### src/core/spm_pkg.sv
// Package for the serial power and pin/mode configuration block.
// Assumes a host bus front end on core_clk that hands over one-cycle strobes.

package spm_pkg;

  ////////////////////////////////////////////////////////////////////////////
  // Host port pair and configuration mode keys
  localparam logic       IDX_PORT      = 1'b0;
  localparam logic       DATA_PORT     = 1'b1;
  localparam logic [7:0] CFG_KEY_ENTER = 8'h55;
  localparam logic [7:0] CFG_KEY_EXIT  = 8'haa;
  localparam logic [7:0] RDATA_IDLE    = 8'h00;

  ////////////////////////////////////////////////////////////////////////////
  // Serial port power register
  localparam logic [7:0] IDX_SER_PWR   = 8'h02;
  localparam logic [7:0] SER_PWR_RESET = 8'h88;
  localparam logic [7:0] SER_PWR_WMASK = 8'h88;
  localparam int         UART1_PWR_BIT = 3;
  localparam int         UART2_PWR_BIT = 7;

  ////////////////////////////////////////////////////////////////////////////
  // Pin and mode select register
  localparam logic [7:0]  IDX_PIN_MODE       = 8'h03;
  localparam logic [11:0] PIN_MODE_PRINTED   = 12'h780;
  localparam logic [7:0]  PIN_MODE_WMASK     = 8'hf7;
  localparam logic [7:0]  PIN_MODE_RESET     = PIN_MODE_PRINTED[11:4] & PIN_MODE_WMASK;
  localparam int          PIN_FUNC_BIT       = 0;
  localparam int          EFM2_BIT           = 1;
  localparam int          PIN94_LO_BIT       = 2;
  localparam int          DEN_FORCE_BIT      = 4;
  localparam int          ENC_BIT            = 5;
  localparam int          IDENT_BIT          = 6;
  localparam int          PIN94_HI_BIT       = 7;

  ////////////////////////////////////////////////////////////////////////////
  // Host address decoding
  localparam int          ADDR_W   = 10;
  localparam logic [9:0]  BASE_MIN = 10'h100;

  ////////////////////////////////////////////////////////////////////////////
  // Types
  typedef enum logic [1:0] {
    MODE_REDUCED    = 2'b00,
    MODE_SECOND_GEN = 2'b01,
    MODE_RSVD       = 2'b10,
    MODE_AT         = 2'b11
  } iface_mode_t;

  typedef enum logic [1:0] {
    CFG_IDLE   = 2'b00,
    CFG_KEY1   = 2'b01,
    CFG_ACTIVE = 2'b10
  } cfg_state_t;

  typedef struct packed {
    logic       wr;
    logic       rd;
    logic       port;
    logic [7:0] wdata;
  } host_req_t;

  typedef struct packed {
    logic        cfg_active;
    logic [1:0]  uart_run;
    logic [1:0]  uart_decode_en;
    logic        second_density_output;
    iface_mode_t iface_mode;
    logic        enhanced_floppy_mode2;
    logic        pin_func_game_select;
    logic [1:0]  pin94_sel;
  } dev_ctrl_t;

endpackage

### src/core/spm_config_regs.sv
// Serial port power and pin/mode select configuration registers.
// Assumes host strobes on core_clk; base addresses come from neighbouring registers.
//
// How it works
// - Power register answers only in config mode at index 02h; powers up 88h.
// - Power register bits 0-2 and 4-6 always read zero.
// - Bit 3 high runs primary serial port; low powers it down.
// - Bit 7 high runs secondary serial port; low powers it down.
// - Power-down stops device and pins but keeps its address decoding.
// - Address decoding stops whenever the base address is below 100h.
// - Powered-down device at valid base still joins range checking.
// - Pin/mode register answers in config mode at index 03h; printed default 780h.
// - Bit 1 selects enhanced floppy mode 2; zero is normal mode.
// - Bit 4 high holds second density output high; low passes density.
// - Bits 6:5 pick interface mode: 11 AT, 10 reserved, 01, 00.
// - Registers keep values over host reset; reached through index/data ports.
`timescale 1ns/1ps
`default_nettype none

module spm_config_regs (
  // Clock and power-up reset
  input  wire logic              core_clk,
  input  wire logic              arst_n,
  // Host reset pin, leaves configuration untouched
  input  wire logic              host_reset_pin,
  // Host index/data port pair
  input  wire spm_pkg::host_req_t io_req,
  output logic [7:0]             io_rdata,
  output logic                   io_rvalid,
  // Base addresses of the two serial ports
  input  wire logic [9:0]        uart1_base,
  input  wire logic [9:0]        uart2_base,
  // Density signal from the floppy core
  input  wire logic              density_in,
  // Controls to the rest of the chip
  output spm_pkg::dev_ctrl_t     ctrl
);

  import spm_pkg::*;

  ////////////////////////////////////////////////////////////////////////////
  // State

  typedef struct packed {
    cfg_state_t cfg;
    logic [7:0] index;
    logic [7:0] ser_pwr;
    logic [7:0] pin_mode;
    logic [7:0] rdata;
    logic       rvalid;
    dev_ctrl_t  ctrl;
  } regs_state_t;

  // Controls read zero while reset is held; all but cfg_active follow the registers and inputs one edge later
  localparam regs_state_t STATE_RESET = '{
    cfg:      CFG_IDLE,
    index:    8'h00,
    ser_pwr:  SER_PWR_RESET,
    pin_mode: PIN_MODE_RESET,
    rdata:    RDATA_IDLE,
    rvalid:   1'b0,
    ctrl:     '0
  };

  regs_state_t st;
  regs_state_t next_st;
  logic        host_reset;
  logic        data_wr;
  logic        data_rd;
  logic        idx_wr;
  logic        idx_rd;

  ////////////////////////////////////////////////////////////////////////////
  // Helpers

  // Base address valid for host decoding
  function automatic logic base_valid(input logic [9:0] base);
    return base >= BASE_MIN;
  endfunction

  // Readback of one register with reserved bits forced to zero
  function automatic logic [7:0] reg_read(input logic [7:0] idx,
                                          input logic [7:0] sp,
                                          input logic [7:0] pm);
    logic [7:0] val;
    val = RDATA_IDLE;
    if (idx == IDX_SER_PWR) begin
      val = sp & SER_PWR_WMASK;
    end else if (idx == IDX_PIN_MODE) begin
      val = pm & PIN_MODE_WMASK;
    end
    return val;
  endfunction

  // Host reset pin crosses into core_clk
  // It is a pin, so it passes two flops before anything reads it
  spm_sync2 u_host_reset_sync (
    .core_clk (core_clk),
    .arst_n   (arst_n),
    .async_in (host_reset_pin),
    .sync_out (host_reset)
  );

  // Decode of the host strobes
  assign idx_wr  = io_req.wr && (io_req.port == IDX_PORT);
  assign idx_rd  = io_req.rd && (io_req.port == IDX_PORT);
  assign data_wr = io_req.wr && (io_req.port == DATA_PORT);
  assign data_rd = io_req.rd && (io_req.port == DATA_PORT);

  ////////////////////////////////////////////////////////////////////////////
  // Next state

  always_comb begin
    next_st        = st;
    next_st.rvalid = 1'b0;

    // Configuration mode key sequence on the index port
    unique case (st.cfg)
      CFG_IDLE: begin
        if (idx_wr && io_req.wdata == CFG_KEY_ENTER) begin
          next_st.cfg = CFG_KEY1;
        end
      end
      CFG_KEY1: begin
        if (idx_wr) begin
          next_st.cfg = (io_req.wdata == CFG_KEY_ENTER) ? CFG_ACTIVE : CFG_IDLE;
        end
      end
      CFG_ACTIVE: begin
        if (idx_wr && io_req.wdata == CFG_KEY_EXIT) begin
          next_st.cfg = CFG_IDLE;
        end else if (idx_wr) begin
          next_st.index = io_req.wdata;
        end
      end
      default: begin
        next_st.cfg = CFG_IDLE;
      end
    endcase

    // Data port writes land only in config mode
    // A write that races a host reset is dropped so the bank stays intact
    if (data_wr && st.cfg == CFG_ACTIVE && !host_reset) begin
      if (st.index == IDX_SER_PWR) begin
        next_st.ser_pwr = io_req.wdata & SER_PWR_WMASK;
      end else if (st.index == IDX_PIN_MODE) begin
        next_st.pin_mode = io_req.wdata & PIN_MODE_WMASK;
      end
    end

    // Reads answer one cycle later; outside config mode they show idle data
    // The index port answers with the index itself so software can confirm it
    if (data_rd || idx_rd) begin
      next_st.rvalid = 1'b1;
      next_st.rdata  = RDATA_IDLE;
      if (st.cfg == CFG_ACTIVE) begin
        next_st.rdata = idx_rd ? st.index : reg_read(st.index, st.ser_pwr, st.pin_mode);
      end
    end

    // Host reset leaves config mode but keeps the registers
    if (host_reset) begin
      next_st.cfg   = CFG_IDLE;
      next_st.index = 8'h00;
    end

    // Serial port run and decode controls
    // Decode ignores the power bits: a sleeping port still claims its range
    next_st.ctrl.cfg_active        = (next_st.cfg == CFG_ACTIVE);
    next_st.ctrl.uart_run[0]       = st.ser_pwr[UART1_PWR_BIT];
    next_st.ctrl.uart_run[1]       = st.ser_pwr[UART2_PWR_BIT];
    next_st.ctrl.uart_decode_en[0] = base_valid(uart1_base);
    next_st.ctrl.uart_decode_en[1] = base_valid(uart2_base);

    // Floppy and pin controls
    next_st.ctrl.second_density_output =
      st.pin_mode[DEN_FORCE_BIT] ? 1'b1 : density_in;
    next_st.ctrl.iface_mode =
      iface_mode_t'({st.pin_mode[IDENT_BIT], st.pin_mode[ENC_BIT]});
    next_st.ctrl.enhanced_floppy_mode2 = st.pin_mode[EFM2_BIT];
    next_st.ctrl.pin_func_game_select  = st.pin_mode[PIN_FUNC_BIT];
    next_st.ctrl.pin94_sel =
      {st.pin_mode[PIN94_HI_BIT], st.pin_mode[PIN94_LO_BIT]};
  end

  ////////////////////////////////////////////////////////////////////////////
  // State register; only power-up reset sets the defaults

  always_ff @(posedge core_clk or negedge arst_n) begin
    if (!arst_n) begin
      st <= STATE_RESET;
    end else begin
      st <= next_st;
    end
  end

  // Outputs straight from the state register
  assign io_rdata  = st.rdata;
  assign io_rvalid = st.rvalid;
  assign ctrl      = st.ctrl;
endmodule

`default_nettype wire

### src/core/spm_sync2.sv
// Two flip-flop synchroniser for one level from a pin.
// Assumes the level is slow against core_clk.
`timescale 1ns/1ps
`default_nettype none

module spm_sync2 (
  // Clock and reset
  input  wire logic core_clk,
  input  wire logic arst_n,
  // Level in and out
  input  wire logic async_in,
  output logic      sync_out
);

  typedef struct packed {
    logic meta;
    logic q;
  } sync_state_t;

  sync_state_t st;
  sync_state_t next_st;

  // Shift the pin level through two stages
  always_comb begin
    next_st.meta = async_in;
    next_st.q    = st.meta;
  end

  // State register
  always_ff @(posedge core_clk or negedge arst_n) begin
    if (!arst_n) begin
      st <= '0;
    end else begin
      st <= next_st;
    end
  end

  assign sync_out = st.q;

endmodule

`default_nettype wire

### config.mk
export PLATFORM = sky130hd
export DESIGN_NAME = spm_config_regs
export DESIGN_NICKNAME = d
export VERILOG_FILES = /design/src/core/spm_pkg.sv /design/src/core/spm_config_regs.sv /design/src/core/spm_sync2.sv
export SDC_FILE = /design/constraint.sdc
export NUM_CORES = 1
export LEC_CHECK = 0
export ABC_CLOCK_PERIOD_IN_PS = 2300
export BUFFER_PORTS_ARGS = -buffer_cell sky130_fd_sc_hd__buf_2
export CAP_MARGIN = 10
export CORE_MARGIN = 2
export CORE_UTILIZATION = 50
export CTS_CLUSTER_SIZE = 30
export DETAILED_ROUTE_END_ITERATION = 8
export PLACE_DENSITY = 0.78
export SLEW_MARGIN = 10
export SYNTH_ARGS = -nofsm -noshare
export SYNTH_HDL_FRONTEND = slang
export SYNTH_SLANG_ARGS = --single-unit
### constraint.sdc
create_clock -name core_clk -period 2.3 [get_ports core_clk]
set_input_delay 0.575 -clock core_clk [delete_from_list [all_inputs] [get_ports core_clk]]
set_output_delay 0.575 -clock core_clk [all_outputs]
set_load 0.05 [all_outputs]
After elaboration in Yosys (flattened, before gate mapping)

Index checks and enable logic that the tools add are counted.

Add/sub/neg operators: 0
Multipliers: 0
Divide/modulo/power cells: 0
Magnitude comparators: 2
Equal/unequal tests: 8
Shift-type cells: 0
Muxes and demuxes: 15
Bitwise gates (word level): 2
Reduce and logical (&&, ||, !) cells: 16

Operators with widths:

| operator            | count |
|---|---|
| $mux 8              | 7 |
| $ge 10x9->1 const B | 2 |
| $eq 8x2->1 const B  | 2 |
| $mux 10             | 1 |
| $eq 8x7->1 const B  | 1 |
| $eq 8x8->1 const B  | 1 |
| $logic_and 1x1->1   | 8 |
| $mux 2              | 4 |
| $pmux 2 s3          | 1 |
| $reduce_and 3->1    | 2 |
| $eq 2x2->1 const B  | 2 |
| $reduce_bool 2->1   | 2 |
| $eq 2x1->1 const B  | 1 |
| $logic_not 2->1     | 1 |
| $mux 1              | 2 |
| $ne 2x1->1 const B  | 1 |
| $not 1->1           | 2 |
| $reduce_and 2->1    | 1 |
| $logic_not 1->1     | 1 |
| $logic_or 1x1->1    | 1 |

Register bits: 42
Bits in latches: 0
Memory bits (writable): 0
Memory bits (read-only): 0
Input port bits: 35
Output and inout bits: 21
Logic and storage cells: 59
Memories: 0

Depth between registers and ports, before layout

Depth in word-level cells: 7
Gate-level depth with buffers: 5

By module

From an unflattened synthesis, not the netlist that was laid out.

Cell total of the unflattened synthesis: 165
Area total of the unflattened synthesis: 1979.4 um^2

Modules (own cells, without submodules):

| module          | times used | cells each | area each (um^2) | sequential area each (um^2) |
|---|---|---|---|---|
| spm_config_regs | 1          | 163        | 1929.4           | 1007.2 |
| spm_sync2       | 1          | 2          | 50.0             | 50.0 |

Least setup slack after synthesis

Ideal clock, no wire load.

Path kind: input-to-reg
Start: input io_req[2] in the netlist's numbering
End: register st[37] in the netlist's numbering
Setup time: 132 ps
Arrival: 1732 ps
Required time: 2168 ps
Slack: 436 ps
Cell stages on the path: 4
Path buffers: 0
Cell sequence: and4bb_4 a2111oi_4 mux2i_1 nor2_1

Cells in the longest elaborated chain, start to end: 4

RTL lines:

| what                              | line                   | source |
|---|---|---|
| start: declaration                | spm_config_regs.sv:27  | `input wire spm_pkg::host_req_t io_req,` |
| $eq 8x8->1                        | spm_config_regs.sv:130 | `if (idx_wr && io_req.wdata == CFG_KEY_EXIT) begin` |
| $logic_and 1x1->1                 | spm_config_regs.sv:130 |  |
| $ne 2x1->1 (no source line)       | -                      |  |
| $reduce_and 3->1 (no source line) | -                      |  |
| end signal: assignment            | spm_config_regs.sv:193 | `st <= next_st;` |
| end: declaration                  | spm_config_regs.sv:65  | `regs_state_t st;` |

Every way passes these cells.
A chain may end at the register's enable or synchronous reset.

Final worst setup path

Start: register st[41] in the netlist's numbering
End: register st (netlist bit next_st[2])

Cells in the longest elaborated chain, start to end: 3
Elaborated cells between the ends (all ways): 4
Those cells by class: eq/ne (2); bitwise (1); reduce/logical (1)

RTL lines:

| what                                  | line                   | source |
|---|---|---|
| $eq 8x2->1                            | spm_config_regs.sv:144 | `if (st.index == IDX_SER_PWR) begin` |
| $not 1->1 (no source line)            | -                      |  |
| $reduce_and 3->1 (no source line) (*) | -                      |  |

Mark *: on every way between the ends. The rest lies on a longest branch, timed or not.

==> reports/metrics.csv <==
metric;value;unit
fmax;547;MHz
finalSetupViolations;0;
period_needed;1.83;ns
post_cts_resized;0;
drv_slew;0;
final_common_cell;buf_2;
irDropWorstVdd;0.620;mV
die-area;4210;um2
die_h;64.9;um
crit_type;flop to flop;
cts_root_buf;clkbuf_8;
wl_per_cell;14.7;um
skew;0.00437;ns
syn-cell-area;1850;um2
cap_violations;0;
cts.hold.buffers_added;0;
grt_overflow_total;0;
syn_area_per_cell;11.6;um2
yosysWarnings;0;
io_buffers;39;
cts-buffers-inserted;5;
cts_setup_buffers;0;
cts_sinks;42;
status;complete, no violations;
std_cell_rows;22;
fp.dieW;64.9;um
grt_pass1_vias;1231;
p_leak;0.00100;uW
final-instance-count-excl-fill;232;
tritoncts;built;
drive_above_1_share;35.9;%
powerDensity;727;nW/um2
multi_input_area;607;um2
drc;0;
place_inst;224;
layout_common_cells;buf_2, dfrtp_1;
fin_tns_setup;0;ns
wirelength;3.40;mm
end_kind;flop;
coreArea;3610;um2
fin_crit_sh;79.4;%
crit_required;2.49;ns
arrival;2.01;ns
syn_inst;159;
timing_hold_violations_final;0;
start_kind;flop;
cts_buffer_depth;2;
antenna_found_initial;0;
ant_nets;0;
syn_to_final_growth;13.6;%
synth_top_cell_by_area;dfrtp_1;
nNetsFinal;218;
drt_iter0_markers;42;
dpl.hpwl;2.49;mm
worst_pin_slew;0.598;ns
seq_area;1060;um2
synth_top_area_share;50.0;%
clk_pin_slew;0.08;ns
grt_pass1_wl;5.85;mm
first_pass_iters;4;
gp_congestion;0.824;
synth_area_leaders;dfrtp_1, buf_4, dfstp_2, mux2i_1, mux2_2;
synth-seq-area-share;57.1;%
path_max_fanout;7;
slew-limit-headroom;60.2;%
n_antenna_cell;0;
vias;1217;
insertion_delay;0.30;ns
synthDistinctLibCells;27;
hold_path.class;primary input to async pin;
num_io_pins;56;
start_util;51.4;%
syn-num-nets;194;
grtUsageTotal;18.8;%
hold_ws;0.275;ns
grt_setup_unrepaired;false;
fill_cells;317;
grt_max_degree;29;
viasPerCell;5.25;
htree_levels;2;
ys_ff_latch;42;
-- state kept, by name (all words and copies together) (netlist names) --
register,cells
u_host_reset_sync.next_st,1
io_rdata,8
next_st,8
ctrl,12
u_host_reset_sync.sync_out,1
io_rvalid,1
st,11
-- where the power goes --
group | switching (uW) | total (uW) | internal (uW)
Combinational | 50.3 | 74.1 | 23.8
Clock | 243 | 706 | 463
Sequential | 4.51 | 748 | 744
-- final cells by class --
class / count / share of cell area, %
Inverter: 5 / 0.892
Clock inverter: 2 / 2.86
Multi-Input combinational cell: 87 / 28.9
Sequential cell: 42 / 50.3
Tap cell: 48 / 2.86
Clock buffer: 6 / 3.93
Timing Repair Buffer: 42 / 10.4
-- logic make-up (layout without fill, tap and decap cells) --
group           Yosys count  in the layout  synth area share [%]
mux                      19             19                  10.9
buf+inv                  30             55                  10.1
compound gates           23             23                  7.70
flops                    42             42                  57.1
simple gates             45             45                  14.1
-- critical path, cell delays in order (launching register included) --
cell	delay, ns
dfrtp_1	0.41
nor4_1	0.32
and4_1	0.33
nand2_1	0.27
mux2_1	0.39
-- synthesized netlist by cell type, drive strengths merged --
master	instances
and3	1
a21oi	9
and4bb	2
nor4bb	2
dfrtp	37
o21ai	9
o22ai	4
a2111oi	1
mux2	10
nor2	9
nand2b	2
nor4	1
nand2	7
and4	1
or2	3
mux2i	9
clkbuf	5
nand3	4
dfstp	5
and2	2
nor2b	7
inv	5
or3b	1
nor3	3
buf	20
-- layer usage --
metal  routed length [um]  up-vias  GRT usage (%)
li1                     -      572              -
met1                 1380      606           21.8
met2                 1750       34           30.8
met3                  205        5           7.29
met4                   59        0           8.24
met5                    0        -              0
-- metrics by stage --
step | total power (uW) | instance area [um2] | util [%] | worst slack [ns]
2_1_floorplan | 797 | 1850 | - | 0.436
3_3_place_gp | 835 | 1960 | 54.4 | 0.426
3_5_place_dp | 838 | 1960 | 54.4 | 0.358
4_1_cts | 1540 | 2100 | 58.3 | 0.482
5_1_grt | 1590 | 2100 | 58.3 | 0.411
6_report | 1530 | 2100 | 58.3 | 0.473
-- worst paths after layout --
| check | cells past startpoint | startpoint | to | slack, ns |
|---|---|---|---|---|
| worst min register to register | 0 | u_host_reset_sync.next_st[0] | u_host_reset_sync.sync_out | 0.35 |
| min in group core_clk | 0 | u_host_reset_sync.next_st[0] | u_host_reset_sync.sync_out | 0.35 |
| max in group asynchronous | 2 | arst_n | st[25] | 1.39 |
| worst min-delay path | 1 | arst_n | ctrl[7] | 0.28 |
| worst max register to register | 4 | st[41] | next_st[2] | 0.47 |
| worst max-delay path | 4 | st[41] | next_st[2] | 0.47 |
No activity file was read; power rests on OpenSTA's default activity.
